[config.mk]
export PLATFORM = sky130hd
export DESIGN_NAME = arl_top
export DESIGN_NICKNAME = d
export VERILOG_FILES = /design/src/shared/arl_pkg.sv /design/src/design/arl_avg.sv /design/src/design/arl_cmp.sv /design/src/design/arl_top.sv
export SDC_FILE = /design/constraint.sdc
export NUM_CORES = 1
export LEC_CHECK = 0
export CAP_MARGIN = 20
export CORE_MARGIN = 2
export CORE_UTILIZATION = 60
export DETAILED_ROUTE_END_ITERATION = 8
export DONT_BUFFER_PORTS = 1
export PLACE_DENSITY = 0.78
export SYNTH_ARGS = -nofsm -noshare
export SYNTH_HDL_FRONTEND = slang
export SYNTH_SLANG_ARGS = --single-unit
export TNS_END_PERCENT = 10
[constraint.sdc]
create_clock -name CLK -period 6.1 [get_ports CLK]
set_clock_uncertainty 0.1 [all_clocks]
set_input_delay 0.61 -clock CLK [delete_from_list [all_inputs] [get_ports CLK]]
set_output_delay 0.61 -clock CLK [all_outputs]
set_load 0.02 [all_outputs]
[src/shared/arl_pkg.sv]
// shared constants for the readback and limit warning block
package arl_pkg;
  localparam int ARL_NCH = 12;
  localparam int ARL_CH_W = 4;
  localparam int ARL_RES_W = 12;
  localparam int ARL_AVG_N = 16;
  localparam int ARL_NSUP = 5;
  localparam int ARL_ADDR_W = 8;
  localparam int ARL_DATA_W = 16;
  // register offsets (byte addresses)
  localparam logic [7:0] ARL_OFF_CTRL = 8'h00;
  localparam logic [7:0] ARL_OFF_CHAN_EN = 8'h04;
  localparam logic [7:0] ARL_OFF_LIMIT_DIR = 8'h08;
  localparam logic [7:0] ARL_OFF_STATUS = 8'h0C;
  localparam logic [7:0] ARL_OFF_IRQ_STATUS = 8'h10;
  localparam logic [7:0] ARL_OFF_IRQ_MASK = 8'h14;
  localparam logic [7:0] ARL_OFF_FAULTS = 8'h18;
  localparam logic [7:0] ARL_OFF_WARN = 8'h1C;
  localparam logic [1:0] ARL_REGION_RESULT = 2'h1;
  localparam logic [1:0] ARL_REGION_LIMIT = 2'h2;
  // control register fields
  localparam int ARL_CTRL_START = 0;
  localparam int ARL_CTRL_CONT = 1;
  localparam int ARL_CTRL_AVG = 2;
  localparam int ARL_CTRL_STOP = 3;
  localparam int ARL_CTRL_WSEL = 4;
  // interrupt status fields
  localparam int ARL_IRQ_DONE = 0;
  localparam int ARL_IRQ_FAULT = 1;
  localparam int ARL_IRQ_RESULT = 2;
  localparam int ARL_NIRQ = 3;
  // reset values
  localparam logic [11:0] ARL_RST_CHAN_EN = 12'h000;
  localparam logic [11:0] ARL_RST_LIMIT_DIR = 12'h000;
  localparam logic [11:0] ARL_RST_LIMIT = 12'h000;
  localparam logic [2:0] ARL_RST_IRQ_MASK = 3'h0;
  typedef enum logic [1:0] {
    ARL_ST_IDLE = 2'b00,
    ARL_ST_CONV = 2'b01,
    ARL_ST_WAIT = 2'b11,
    ARL_ST_NEXT = 2'b10
  } arl_state_t;
endpackage : arl_pkg

[src/design/arl_avg.sv]
// sample averager: running sum over a channel, mean on the last sample
`timescale 1ns/1ps
module arl_avg import arl_pkg::*; #(
  parameter int RES_W = ARL_RES_W,
  parameter int N = ARL_AVG_N
) (
  // clock and reset
  input wire logic clk,
  input wire logic resetn,
  input wire logic ce,
  // control
  input wire logic clear,
  input wire logic avg_en,
  // samples in
  input wire logic sample_valid,
  input wire logic [RES_W-1:0] sample,
  // result, valid together with the sample it completes
  output logic last,
  output logic [RES_W-1:0] mean
);
  localparam int SH = $clog2(N);
  logic [RES_W+SH-1:0] acc;
  logic [SH-1:0] cnt;
  wire [RES_W+SH-1:0] sum = acc + {{SH{1'b0}}, sample};
  // mean truncates; N is a power of two so a shift divides exactly
  assign last = !avg_en || (cnt == SH'(N - 1));
  assign mean = avg_en ? sum[RES_W+SH-1:SH] : sample;
  always_ff @(posedge clk or negedge resetn) begin
    if (!resetn) begin
      acc <= '0;
      cnt <= '0;
    end else if (ce) begin
      if (clear || (sample_valid && last)) begin
        acc <= '0;
        cnt <= '0;
      end else if (sample_valid) begin
        acc <= sum;
        cnt <= cnt + SH'(1);
      end
    end
  end
endmodule : arl_avg

[src/design/arl_cmp.sv]
// one-sided limit compare for a single channel
`timescale 1ns/1ps
module arl_cmp import arl_pkg::*; #(
  parameter int RES_W = ARL_RES_W
) (
  // operands
  input wire logic [RES_W-1:0] value,
  input wire logic [RES_W-1:0] limit,
  input wire logic over_limit_check,
  // result
  output logic fault
);
  // a single limit per channel, so no window check is possible
  assign fault = over_limit_check ? (value > limit) : (value < limit);
endmodule : arl_cmp

[src/design/arl_top.sv]
// readback converter sequencer with per-channel limits and warnings
//
// How it works
// Each conversion result is kept as a 12-bit unsigned code readable per channel.
// With averaging on, 16 back-to-back conversions are taken and their mean is the result.
// A single-shot read reports one result for every selected channel and then stops.
// A continuous read keeps stepping through the selected channels, wrapping, until a stop.
// Channels whose enable is clear are skipped by the round robin.
// Each channel has its own limit and every new result is compared against it.
// With the over check selected, a reading above the limit sets the channel fault.
// With the under check selected, a reading below the limit sets the channel fault.
// Each channel holds one limit and one direction, so no window fault exists.
// The warnings signal is the OR of all its fault inputs.
// That OR takes the five supply detector statuses and every channel limit fault.
// Warnings go to the sequencing engine as a selectable state exit condition.
// Twelve sources share the converter, one channel selected at a time.
// The limit compare uses the final reported result, so the averaged value when averaging.
`timescale 1ns/1ps
module arl_top import arl_pkg::*; #(
  parameter int NCH = ARL_NCH,
  parameter int CH_W = ARL_CH_W,
  parameter int RES_W = ARL_RES_W
) (
  // clock, reset, enable
  input wire logic CLK,
  input wire logic RESETN,
  input wire logic CE,
  // register port
  input wire logic [ARL_ADDR_W-1:0] ADDR,
  input wire logic [ARL_DATA_W-1:0] WDATA,
  input wire logic WR,
  input wire logic RD,
  output logic [ARL_DATA_W-1:0] RDATA,
  // converter
  output logic ADC_START,
  output logic [CH_W-1:0] ADC_CHANNEL,
  input wire logic ADC_DONE,
  input wire logic [RES_W-1:0] ADC_DATA,
  // supply detector statuses: positive supply inputs 0..3, high voltage input 4
  input wire logic [ARL_NSUP-1:0] SUPPLY_FAULT,
  // outputs to the system
  output logic WARNINGS,
  output logic SEQ_EXIT,
  output logic IRQ,
  output logic BUSY
);
  ////////////////////////////////////////////////////////////////////////////
  // state
  arl_state_t state;
  logic [CH_W-1:0] ch;
  logic cont;
  logic avg_en;
  logic warn_sel;
  logic stop_pend;
  logic [NCH-1:0] chan_en;
  logic [NCH-1:0] limit_dir;
  logic [NCH-1:0] fault;
  logic [RES_W-1:0] results [NCH];
  logic [RES_W-1:0] limits [NCH];
  logic [ARL_NIRQ-1:0] irq_status;
  logic [ARL_NIRQ-1:0] irq_mask;

  // lowest enabled channel at or above lo, with a found flag in the top bit
  function automatic logic [CH_W:0] find_ge(input logic [NCH-1:0] en, input logic [CH_W:0] lo);
    logic [CH_W:0] r;
    r = '0;
    for (int i = NCH - 1; i >= 0; i--) begin
      if (en[i] && ((CH_W+1)'(i) >= lo)) begin
        r = {1'b1, CH_W'(i)};
      end
    end
    return r;
  endfunction : find_ge

  ////////////////////////////////////////////////////////////////////////////
  // register decode
  wire [1:0] region = ADDR[7:6];
  wire [CH_W-1:0] aidx = ADDR[CH_W+1:2];
  wire idx_ok = (aidx < CH_W'(NCH)) && (ADDR[1:0] == 2'h0);
  wire wr_ctrl = WR && (ADDR == ARL_OFF_CTRL);
  wire wr_en = WR && (ADDR == ARL_OFF_CHAN_EN);
  wire wr_dir = WR && (ADDR == ARL_OFF_LIMIT_DIR);
  wire wr_mask = WR && (ADDR == ARL_OFF_IRQ_MASK);
  wire wr_limit = WR && (region == ARL_REGION_LIMIT) && idx_ok;
  wire rd_irq = RD && (ADDR == ARL_OFF_IRQ_STATUS);
  wire start_req = wr_ctrl && WDATA[ARL_CTRL_START];
  wire stop_req = wr_ctrl && WDATA[ARL_CTRL_STOP];

  ////////////////////////////////////////////////////////////////////////////
  // sequencer decisions
  wire [CH_W:0] first = find_ge(chan_en, '0);
  wire [CH_W:0] nxt = find_ge(chan_en, {1'b0, ch} + (CH_W+1)'(1));
  wire sample_valid = (state == ARL_ST_WAIT) && ADC_DONE;
  wire avg_last;
  wire [RES_W-1:0] avg_mean;
  wire store = sample_valid && avg_last;
  wire avg_clear = (state == ARL_ST_IDLE) || (state == ARL_ST_NEXT);
  wire end_single = (state == ARL_ST_NEXT) && !nxt[CH_W] && (!cont || !first[CH_W]);
  wire [NCH-1:0] cmp_fault;
  wire fault_rise = store && cmp_fault[ch] && !fault[ch];
  // a stop that lands on the last channel's final step still suppresses the done event
  wire [ARL_NIRQ-1:0] irq_event = {store, fault_rise, end_single && !stop_pend && !stop_req};
  wire [ARL_NIRQ-1:0] next_irq_status = (irq_status & ~{ARL_NIRQ{rd_irq}}) | irq_event;
  // the output follows a mask write in the same cycle as the mask itself
  wire [ARL_NIRQ-1:0] next_irq_mask = wr_mask ? WDATA[ARL_NIRQ-1:0] : irq_mask;
  wire next_warnings = (|fault) || (|SUPPLY_FAULT); // see

  arl_avg #(.RES_W(RES_W), .N(ARL_AVG_N)) u_avg (
    .clk(CLK),
    .resetn(RESETN),
    .ce(CE),
    .clear(avg_clear),
    .avg_en(avg_en),
    .sample_valid(sample_valid),
    .sample(ADC_DATA),
    .last(avg_last),
    .mean(avg_mean)
  ); // see

  genvar gi;
  generate
    for (gi = 0; gi < NCH; gi++) begin : g_cmp
      // every channel compares the freshly reported value against its own limit
      arl_cmp #(.RES_W(RES_W)) u_cmp (
        .value(avg_mean),
        .limit(limits[gi]),
        .over_limit_check(limit_dir[gi]),
        .fault(cmp_fault[gi])
      ); // see see see
      always_ff @(posedge CLK or negedge RESETN) begin
        if (!RESETN) begin
          results[gi] <= '0;
          limits[gi] <= ARL_RST_LIMIT;
          fault[gi] <= 1'b0;
        end else if (CE) begin
          if (store && (ch == CH_W'(gi))) begin
            results[gi] <= avg_mean;
            fault[gi] <= cmp_fault[gi];
          end
          if (wr_limit && (aidx == CH_W'(gi))) begin
            limits[gi] <= WDATA[RES_W-1:0];
          end
        end
      end
    end
  endgenerate

  ////////////////////////////////////////////////////////////////////////////
  // sequencer: one channel on the converter at a time
  always_ff @(posedge CLK or negedge RESETN) begin
    if (!RESETN) begin
      state <= ARL_ST_IDLE;
      ch <= '0;
      stop_pend <= 1'b0;
      ADC_START <= 1'b0;
    end else if (CE) begin
      ADC_START <= (state == ARL_ST_CONV);
      if (stop_req) begin
        stop_pend <= (state != ARL_ST_IDLE);
      end
      case (state)
        ARL_ST_IDLE: begin
          // start with nothing enabled does nothing
          if (start_req && first[CH_W]) begin
            ch <= first[CH_W-1:0];
            state <= ARL_ST_CONV;
          end
        end
        ARL_ST_CONV: begin
          state <= ARL_ST_WAIT;
        end
        ARL_ST_WAIT: begin
          if (sample_valid) begin
            state <= avg_last ? ARL_ST_NEXT : ARL_ST_CONV;
          end
        end
        ARL_ST_NEXT: begin
          // a stop lets the running conversion finish so the converter is never cut short
          if (stop_pend || stop_req) begin
            state <= ARL_ST_IDLE;
            stop_pend <= 1'b0;
          end else if (nxt[CH_W]) begin
            ch <= nxt[CH_W-1:0];
            state <= ARL_ST_CONV;
          end else if (cont && first[CH_W]) begin
            ch <= first[CH_W-1:0];
            state <= ARL_ST_CONV;
          end else begin
            state <= ARL_ST_IDLE;
          end
        end
        default: begin
          state <= ARL_ST_IDLE;
        end
      endcase
    end
  end

  ////////////////////////////////////////////////////////////////////////////
  // software registers, interrupt and outputs
  wire [ARL_DATA_W-1:0] rd_value =
    (ADDR == ARL_OFF_CTRL) ? ARL_DATA_W'({warn_sel, 1'b0, avg_en, cont, 1'b0}) :
    (ADDR == ARL_OFF_CHAN_EN) ? ARL_DATA_W'(chan_en) :
    (ADDR == ARL_OFF_LIMIT_DIR) ? ARL_DATA_W'(limit_dir) :
    (ADDR == ARL_OFF_STATUS) ? ARL_DATA_W'({ch, stop_pend, state != ARL_ST_IDLE}) :
    (ADDR == ARL_OFF_IRQ_STATUS) ? ARL_DATA_W'(irq_status) :
    (ADDR == ARL_OFF_IRQ_MASK) ? ARL_DATA_W'(irq_mask) :
    (ADDR == ARL_OFF_FAULTS) ? ARL_DATA_W'(fault) :
    (ADDR == ARL_OFF_WARN) ? ARL_DATA_W'({SUPPLY_FAULT, WARNINGS}) :
    ((region == ARL_REGION_RESULT) && idx_ok) ? ARL_DATA_W'(results[aidx]) :
    ((region == ARL_REGION_LIMIT) && idx_ok) ? ARL_DATA_W'(limits[aidx]) :
    '0;

  always_ff @(posedge CLK or negedge RESETN) begin
    if (!RESETN) begin
      cont <= 1'b0;
      avg_en <= 1'b0;
      warn_sel <= 1'b0;
      chan_en <= ARL_RST_CHAN_EN;
      limit_dir <= ARL_RST_LIMIT_DIR;
      irq_mask <= ARL_RST_IRQ_MASK;
      irq_status <= '0;
      RDATA <= '0;
      IRQ <= 1'b0;
      WARNINGS <= 1'b0;
      SEQ_EXIT <= 1'b0;
      BUSY <= 1'b0;
    end else if (CE) begin
      if (wr_ctrl) begin
        cont <= WDATA[ARL_CTRL_CONT];
        avg_en <= WDATA[ARL_CTRL_AVG];
        warn_sel <= WDATA[ARL_CTRL_WSEL];
      end
      if (wr_en) begin
        chan_en <= WDATA[NCH-1:0];
      end
      if (wr_dir) begin
        limit_dir <= WDATA[NCH-1:0];
      end
      irq_mask <= next_irq_mask;
      // an event in the clearing read cycle survives the clear
      irq_status <= next_irq_status;
      RDATA <= RD ? rd_value : '0;
      IRQ <= |(next_irq_status & next_irq_mask);
      WARNINGS <= next_warnings;
      SEQ_EXIT <= next_warnings && warn_sel;
      BUSY <= (state != ARL_ST_IDLE);
    end
  end
  assign ADC_CHANNEL = ch;

  ////////////////////////////////////////////////////////////////////////////
  // checks
  logic [4:0] samp_cnt;
  logic [NCH-1:0] chan_en_q;
  always_ff @(posedge CLK or negedge RESETN) begin
    if (!RESETN) begin
      samp_cnt <= '0;
      chan_en_q <= '0;
    end else if (CE) begin
      chan_en_q <= chan_en;
      if (avg_clear) begin
        samp_cnt <= '0;
      end else if (sample_valid && (samp_cnt != 5'h1F)) begin
        samp_cnt <= samp_cnt + 5'h01;
      end
    end
  end
endmodule : arl_top

---- Yosys cells after proc, flatten, opt, wreduce, memory -nomap -nowiden ----
Cells that the tools add are included.
cells by class
  add/sub/neg operators ................... 3
  multiply operators ...................... 0
  divide/modulo/power cells ............... 0
  magnitude comparators ................... 39
  equality and inequality tests ........... 39
  shift operators ......................... 0
  muxes and demuxes ....................... 78
  bitwise logic cells ..................... 5
  reductions and logical operators ........ 113
operators with widths
  cell                                                                                 number
  12-bit two-way mux                                                                   16
  12-bit greater-than comparator                                                       12
  12-bit less-than comparator                                                          12
  5-bit two-way mux                                                                    24
  12-bit binary-select mux with 4-bit select                                           2
  1-bit logical AND                                                                    59
  2-bit AND reduction                                                                  28
  4-bit equality test (second input constant)                                          9
  4-bit by 3-bit equality test with 1-bit output (second input constant)               8
  8-bit by 5-bit equality test with 1-bit output (second input constant)               4
  16-bit two-way mux                                                                   2
  4-bit two-way mux                                                                    6
  3-bit by 5-bit greater-or-equal comparator with 1-bit output (first input constant)  4
  4-bit by 5-bit greater-or-equal comparator with 1-bit output (first input constant)  4
  1-bit two-way mux                                                                    20
  16-bit by 12-bit adder with 16-bit output                                            1
  4-bit by 2-bit equality test with 1-bit output (second input constant)               4
  8-bit by 4-bit equality test with 1-bit output (second input constant)               2
  12-bit OR reduction                                                                  1
  1-bit by 5-bit greater-or-equal comparator with 1-bit output (first input constant)  2
  2-bit by 5-bit greater-or-equal comparator with 1-bit output (first input constant)  2
  1-bit binary-select mux with 4-bit select                                            2
  4-bit by 1-bit equality test with 1-bit output (second input constant)               2
  8-bit by 3-bit equality test with 1-bit output (second input constant)               1
  28 further kinds                                                                     50
word-level totals
  register bits after elaboration ......... 381
  bits in latches ......................... 0
  memory bits (writable) .................. 0
  bits in read-only memories .............. 0
  input bits .............................. 47
  output and inout bits ................... 25
  word-level logic and storage cells ...... 331
  memories kept ........................... 0

---- Logic depth before layout (Yosys ltp) ----
Gate-level depths: netlist (run 1).
  depth after elaboration ................. 23
  mapped depth ............................ 21
  depth with buffers taken out ............ 20

---- Modules after synthesis ----
A second synthesis (run 1) with hierarchy kept.
unflattened totals
  cells, all modules ...................... 1999
  area total of the unflattened synthesis .. 23079.6 um2
modules (own cells, without submodules)
  module   instances  cells each  area each (um2)  seq. area each (um2)
  arl_top  1          1325        17608.1          8933.6
  arl_cmp  12         41          321.6            0.0
  arl_avg  1          182         1612.8           500.5

---- Worst setup path after synthesis (run 1) ----
No wires, ideal clock.
  path type ............................... input to register
  from .................................... input port ADC_DATA[0]
  to ...................................... register IRQ
  setup time .............................. 0.110 ns
  arrival time ............................ 5.052 ns
  required time ........................... 5.890 ns
  slack ................................... 0.838 ns
  stages on the path ...................... 20
  buffers on the path ..................... 0
  path through ............................ ha_1 inv_1 fa_1 nor2b_1 o21a_1 o21ai_0 a211oi_1 o31ai_4 or2_2 xor2_1 a21oi_1 ha_1 and4_1 nand2_1 a21oi_1 a2111oi_0 mux2_2 o22ai_1 a211oi_1 o41ai_1
between the ends
  word-level cells in the longest chain between the ends .. 11
  elaborated cells between the ends (all ways) .. 45
  classes of those cells .................. add/sub: 1; order compare: 24; mux: 15; bitwise: 2; reduce/logical: 3
RTL lines
  item                                                                           line            RTL
  from (decl)                                                                    arl_top.sv:38   input wire logic [RES_W-1:0] ADC_DATA,
  16-bit by 12-bit adder with 16-bit output (*)                                  arl_avg.sv:24   wire [RES_W+SH-1:0] sum = acc + {{SH{1'b0}}, sample};
  12-bit two-way mux (*)                                                         arl_avg.sv:27   assign mean = avg_en ? sum[RES_W+SH-1:SH] : sample;
  named net avg_mean[10]                                                         arl_top.sv:95   wire [RES_W-1:0] avg_mean;
  12-bit less-than comparator or 12-bit greater-than comparator (tied branches)  arl_cmp.sv:14   assign fault = over_limit_check ? (value > limit) : (value < limit);
  1-bit two-way mux                                                              arl_cmp.sv:14
  1-bit binary-select mux with 4-bit select (*)                                  arl_top.sv:100  wire fault_rise = store && cmp_fault[ch] && !fault[ch];
  1-bit two-way mux (implied by the code) (*)                                    arl_top.sv:100
  1-bit logical AND (*) (2 in series)                                            arl_top.sv:100
  3-bit bitwise OR (*)                                                           arl_top.sv:103  wire [ARL_NIRQ-1:0] next_irq_status = (irq_status & ~{ARL_NIRQ{rd_irq}}) | irq_event;
  3-bit bitwise AND (*)                                                          arl_top.sv:244  IRQ <= |(next_irq_status & next_irq_mask);
  3-bit OR reduction (*)                                                         arl_top.sv:244
  to (signal assigned)                                                           arl_top.sv:244
  to (decl)                                                                      arl_top.sv:44   output logic IRQ,
The timed path passes the listed nets; every way through them passes the cells marked *. The select of a mux whose other input is x is not followed.
A chain may end at the register's enable or synchronous reset.

---- Worst setup path in the final report (run 1) ----
  from .................................... register u_avg.acc[0]
  to ...................................... register IRQ
between the ends
  word-level cells in the longest chain between the ends .. 11
  elaborated cells between the ends (all ways) .. 45
  classes of those cells .................. add/sub: 1; order compare: 24; mux: 15; bitwise: 2; reduce/logical: 3
RTL lines
  item                                                                           line            RTL
  from (decl)                                                                    arl_avg.sv:22   logic [RES_W+SH-1:0] acc;
  from (signal assigned)                                                         arl_avg.sv:37   acc <= sum;
  16-bit by 12-bit adder with 16-bit output (*)                                  arl_avg.sv:24
  12-bit two-way mux (*)                                                         arl_avg.sv:27
  named net avg_mean[8]                                                          arl_top.sv:95
  12-bit less-than comparator or 12-bit greater-than comparator (tied branches)  arl_cmp.sv:14
  1-bit two-way mux                                                              arl_cmp.sv:14
  1-bit binary-select mux with 4-bit select (*)                                  arl_top.sv:100
  1-bit two-way mux (implied by the code) (*)                                    arl_top.sv:100
  1-bit logical AND (*) (2 in series)                                            arl_top.sv:100
  3-bit bitwise OR (*)                                                           arl_top.sv:103
  3-bit bitwise AND (*)                                                          arl_top.sv:244
  3-bit OR reduction (*)                                                         arl_top.sv:244
Marked as above.

==> results of run 1 <==
-- through the flow --
step | power [mW] | worst slack, ns | hold slack, ns | utilization [%]
4_1_cts | 7.11 | 0.645 | -0.351 | 65.3
2_1_floorplan | 4.31 | 0.838 | 0.214 | -
6_report | 7.15 | 0.550 | -0.349 | 65.4
3_5_place_dp | 4.67 | 0.404 | 0.236 | 61.7
5_1_grt | 7.47 | 0.152 | -0.358 | 65.3
3_3_place_gp | 4.58 | 0.525 | 0.235 | 61.7
-- cell usage in the layout (no fill, tap or decap), drive strengths merged, types with 5 or more instances in the layout --
| master | instances |
|---|---|
| a2111oi | 6 |
| a211oi | 7 |
| a21o | 17 |
| a21oi | 105 |
| a22o | 11 |
| a22oi | 11 |
| a31oi | 19 |
| and2 | 7 |
| and3 | 5 |
| and4 | 6 |
| buf | 31 |
| clkbuf | 65 |
| clkinv | 8 |
| dfrtp | 377 |
| ha | 162 |
| inv | 162 |
| mux2 | 95 |
| mux2i | 58 |
| mux4 | 73 |
| nand2 | 365 |
| nand2b | 13 |
| nand3 | 27 |
| nand3b | 5 |
| nand4 | 34 |
| nor2 | 62 |
| nor2b | 22 |
| nor3 | 20 |
| nor4 | 11 |
| o211ai | 20 |
| o21a | 7 |
| o21ai | 315 |
| o22ai | 9 |
| o2bb2ai | 10 |
| o31ai | 11 |
| o41ai | 8 |
| or2 | 5 |
| or3 | 9 |
| xnor2 | 12 |
-- final timing paths --
path | startpoint | end | slack (ns) | cells past startpoint
max | u_avg.acc[0]$_DFFE_PN0P_ | IRQ$_DFFE_PN0P_ | 0.55 | 20
min | RESETN | limits[138]$_DFFE_PN0P_ | -0.35 | 0
max reg2reg | u_avg.acc[0]$_DFFE_PN0P_ | IRQ$_DFFE_PN0P_ | 0.55 | 20
min reg2reg | results[93]$_DFFE_PN0P_ | results[93]$_DFFE_PN0P_ | 0.38 | 2
max in group asynchronous | RESETN | ADC_START$_DFFE_PN0P_ | 5.33 | 0
min in group CLK | CE | RDATA[1]$_DFFE_PN0P_ | 0.05 | 1
-- final cells by class --
type	instances	area, µm²
Tap cell	468	586
Sequential cell	377	9430
Antenna cell	1	2.50
Fill cell	2829	12700
Multi-Input combinational cell	1602	11800
Inverter	162	608
Clock buffer	64	1270
Timing Repair Buffer	32	243
Clock inverter	8	47.5
-- kinds of logic after synthesis --
| family | synth area share, % |
|---|---|
| buf+inv | 5.66 |
| flops | 41.9 |
| simple gates | 12.2 |
| compound gates | 15.9 |
| xor+xnor | 0.505 |
| mux | 14.7 |
| fa+ha+maj | 9.08 |
| other cells | 0.0166 |
-- flip-flops by register name, summed over array words and instances, names as in the netlist, 2 cells and up --
signal	cells
u_avg.cnt	4
u_avg.acc	16
irq_mask	3
limits	144
irq_status	3
chan_en	12
RDATA	12
limit_dir	12
fault	12
state	2
results	144
ADC_CHANNEL	4
-- power groups by stage --
stage	clock [mW]	combinational (mW)	sequential (mW)
3_3_place_gp	0	1.45	3.14
2_1_floorplan	0	1.27	3.04
5_1_grt	2.58	1.72	3.17
3_5_place_dp	0	1.50	3.16
4_1_cts	2.46	1.52	3.12
6_report	2.46	1.56	3.13
-- per-layer routing --
| layer | part of all wire, % | routed length (µm) |
|---|---|---|
| met1 | 40 | 26500 |
| met2 | 46 | 30600 |
| met3 | 8.0 | 5290 |
| met4 | 5.4 | 3600 |
| met5 | 0 | 0 |
==> flow_summary.toml, run 1 <==
[status]
status = "complete, but fails checks"
violations = "negative hold slack"

[setup_path]
worst-path-buf-inv = 2
crit_path_top_delay_cell = "a211oi_1"
cp_max_fo = 12
crit_family = "compound AO/OA/AOI/OAI gates"
crit_path_end_kind = "flip-flop"
worst_setup_path_start_kind = "flip-flop"
worstPathArrival_ns = 5.89
required_ns = 6.44
path_cells = "ha_1, inv_1, fa_1, nor2b_1, o21a_1, o21ai_0, a211oi_1, o31ai_4, xnor2_1, mux2i_1, inv_1, ha_1, nand4_1, or3_1, a21o_1, a31oi_1, o21ai_0, a311oi_1, nand4_1, o41ai_1"
criticalPathCategory = "flip-flop to flip-flop"
cp_slowest_stage_delay_ns = 0.46

[grt]
met3_usage_pct = 5.89
antenna_found_initial = 0
met2_usage_pct = 54.6
grt_pass1_wl_um = 102000
grt_max_degree = 378
grt_busiest_layer = "met2"
grt_overflow_total = 0
grt_util_all_layers_pct = 34.5
grt_pass1_vias = 17900
grt_use_met1_pct = 45.7

[floorplan]
ios = 72
dieHeight_um = 198
start_util_pct = 61.3
num_rows = 70
die_area_mm2 = 0.0391
coreArea_mm2 = 0.0368
chipWidth_um = 198

[layout]
nets = 2426
final_area_mm2 = 0.0240
layoutNonFillerInstCount = 2714
drive_above_1_share_pct = 13.6
area_growth_pct = 6.70

[clock_network]
cts_buffers = 41
clockBufferDepth = 3
clkTransAtPathRegs_ns = 0.06
cts_setup_buffers = 0
clock-root-buffer = "clkbuf_16"
cts_sinks = 377
h-tree-depth = 2
tritoncts = "yes"
insertion_delay_ns = 0.56
cts_resized = 0

[placed_design]
dp.cells = 2639
globalplace.congestion = 0.993
place_hpwl_um = 44500
io_buffers = 0
post_dp_cell_area_mm2 = 0.0227

[power]
power_frac_seq_pct = 43.8
ir_drop_mv = 0.339
p_sw_mw = 2.21
p_int_mw = 4.94
swShare_pct = 30.9
leakage_nw = 11.1
combPwrFrac_pct = 21.7
power_frac_clock_pct = 34.5
p_per_area_mw_per_mm2 = 297

[logic_synthesis]
yosysSeqAreaShare_pct = 41.9
synthTopCellsByArea = "dfrtp_1, ha_1, mux4_2, o21ai_0, nand2_1"
post-synth-top-area-cell = "dfrtp_1"
synth_area_mm2 = 0.0225
post-synth-top-area-fraction_pct = 41.9
synth-seq-cells = 377
synth_most_common_cell = "dfrtp_1"
synth_enable_flop_cells = 0
synth_cells = 2278
async_reset_ff_share_pct = 100
yosys-top-cells-count = "dfrtp_1, nand2_1, o21ai_0"
dominantRegCellSynth = "dfrtp_1"
yosysWarnings = 0
synth.avg_cell_area_um2 = 9.89
yosys.cell_types.count = 91

[timing]
max-slew-margin-rel_pct = 24.9
finalSetupTns_ns = 0
hold_viol = 377
rsz0062_at_grt = "no"
layout_min_cycle_time_ns = 5.55
hold_ws_ns = -0.349
maxSlewViolCount = 0
finalCritPeriodShare_pct = 91.0
final-setup-viol-count = 0
max_freq_mhz = 180
worst_pin_slew_ns = 1.13

[drt]
first_pass_iters = 6
drtIter0Drc = 1631
avgRoutedWirePerCell_um = 24.3
drcViolationCount = 0
wirelength_um = 66000
via_count = 18100
via_per_inst = 6.66
antenna_left = 0

[job]
drv_cap = 0

[min_path]
min_path_type = "input pin to asynchronous set/reset pin"
Note: power is estimated with default switching activity, not from simulation.
==> run 2: changes to the inputs <==
Settings changed: CTS_BUF_LIST from default to sky130_fd_sc_hd__clkbuf_4.
==> run 2 against run 1 <==
The flow still finishes with violations (negative hold slack). Sequential power hardly changed. Clock power is 13% lower. Final area is 0.28% higher. Non-clock buffer count is 21 higher. Count of clock-buffer cells in the layout is 75 higher. Core utilization is 0.18 points higher.
==> flow_summary.toml, run 2 (synthesis gave the netlist of run 1 again) <==
[job]
drv_cap = 0

[drt]
drcViolationCount = 0
antenna_left = 0
first_pass_iters = 6
via_count = 18400
via_per_inst = 6.52
drtIter0Drc = 1557
wirelength_um = 67000
avgRoutedWirePerCell_um = 23.7

[setup_path]
path_cells = "ha_1, inv_1, fa_1, nor2b_1, o21a_1, o21ai_0, a211oi_1, o31ai_4, xnor2_1, mux2i_1, inv_1, ha_1, nand4_1, or3_1, a21o_1, a31oi_1, o21ai_0, a311oi_1, nand4_1, o41ai_1"
crit_path_top_delay_cell = "a211oi_1"
required_ns = 6.69
crit_family = "compound AO/OA/AOI/OAI gates"
cp_max_fo = 12
crit_start = "u_avg.acc[0]$_DFFE_PN0P_"
cp_slowest_stage_delay_ns = 0.45
worst-path-buf-inv = 2
worstPathArrival_ns = 6.14
criticalPathCategory = "flip-flop to flip-flop"
r2r-start = "u_avg.acc[0]$_DFFE_PN0P_"
worst_setup_path_start_kind = "flip-flop"
crit_path_end_kind = "flip-flop"

[power]
power_frac_clock_pct = 31.3
swShare_pct = 33.0
p_sw_mw = 2.26
p_int_mw = 4.60
power_frac_seq_pct = 45.6
p_per_area_mw_per_mm2 = 285
ir_drop_mv = 0.237
leakage_nw = 11.2
combPwrFrac_pct = 23.1

[layout]
reg_top3 = "limits: 144 flops, results: 144 flops, u_avg.acc: 16 flops"
final_cell_mix = "dfrtp_1, nand2_1, o21ai_0"
drive_above_1_share_pct = 16.4
area_growth_pct = 6.99
nets = 2505
final_common_cell = "dfrtp_1"
final_core_util_pct = 65.5

[grt]
grt_pass1_vias = 18200
antenna_found_initial = 5
grt_max_degree = 378
grt_pass1_wl_um = 104000
grt_overflow_total = 0
grt_util_all_layers_pct = 35.1

[clock_network]
clkTransAtPathRegs_ns = 0.07
tritoncts = "yes"
clockBufferDepth = 3
cts_buffers = 99
cts_setup_buffers = 0
cts_resized = 0
cts_sinks = 377
h-tree-depth = 3
insertion_delay_ns = 0.84
clock-root-buffer = "clkbuf_4"
cts_hold_buf = 22

[floorplan]
coreArea_mm2 = 0.0368
ios = 72
num_rows = 70
start_util_pct = 61.3
die_area_mm2 = 0.0391
dieHeight_um = 198
chipWidth_um = 198

[placed_design]
io_buffers = 0
preCtsSetupSlack_ns = 0.404
globalplace.congestion = 0.993
place_hpwl_um = 44500

[timing]
worst_pin_slew_ns = 1.11
max-slew-margin-rel_pct = 25.7
layout_min_cycle_time_ns = 5.55
setup_ws_ns = 0.552
maxSlewViolCount = 0
hold_ws_ns = -0.625
final-setup-viol-count = 0
rsz0062_at_grt = "no"
max_freq_mhz = 180
hold_viol = 377
finalSetupTns_ns = 0
finalCritPeriodShare_pct = 90.9

[status]
status = "complete, but fails checks"
violations = "negative hold slack"

[min_path]
min_path_type = "input pin to asynchronous set/reset pin"
run 2: changes by cell type in the layout (fill, tap and decap cells not counted), moves of 2 or more:
| cell | delta |
|---|---|
| clkinv_4 | +2 |
| clkbuf_16 | -43 |
| clkinv_2 | -5 |
| diode_2 | +3 |
| inv_2 | +2 |
| clkbuf_1 | -9 |
| clkbuf_4 | +138 |
| clkinv_1 | +15 |
| dlygate4sd3_1 | +22 |
| clkbuf_8 | -12 |
run 2: final cells by class:
cell class	instances	area, µm²
Multi-Input combinational cell	1602	11800
Fill cell	2874	12700
Inverter	162	608
Clock inverter	22	125
Sequential cell	377	9430
Tap cell	468	586
Clock buffer	139	1040
Timing Repair Buffer	53	455
Antenna cell	4	10.0
run 2: per-layer routing:
metal  vias to the layer above  track usage [%]  wire length (µm)
met5                         -                0                17
met4                         2             19.2              3800
met3                       241             7.87              5710
met2                       878             55.0             30700
met1                      9074             45.5             26700
li1                       8245                -                 -
run 2: path summary, 6_finish.rpt:
check,cells after the start,slack [ns],end
hold / removal,0,-0.62,limits[136]$_DFFE_PN0P_
max in group asynchronous,0,5.73,results[71]$_DFFE_PN0P_
setup / recovery,20,0.55,IRQ$_DFFE_PN0P_
min in group CLK,3,0.07,IRQ$_DFFE_PN0P_
hold reg to reg,2,0.37,results[21]$_DFFE_PN0P_
setup reg to reg,20,0.55,IRQ$_DFFE_PN0P_
run 2: per-stage QoR:
stage | power (mW) | std cells | cell area, µm²
global placement | 4.58 | 2637 | 22700
detailed placement | 4.67 | 2639 | 22700
floorplan | 4.31 | 2281 | 22500
global route | 7.22 | 2826 | 24100
finish | 6.86 | 2827 | 24100
CTS | 6.85 | 2822 | 24100
run 2: power by group through the flow:
stage          sequential (mW)  combinational, mW  clock [mW]
2_1_floorplan             3.04               1.27           0
3_3_place_gp              3.14               1.45           0
3_5_place_dp              3.16               1.50           0
4_1_cts                   3.12               1.55        2.18
5_1_grt                   3.17               1.75        2.31
6_report                  3.13               1.59        2.15
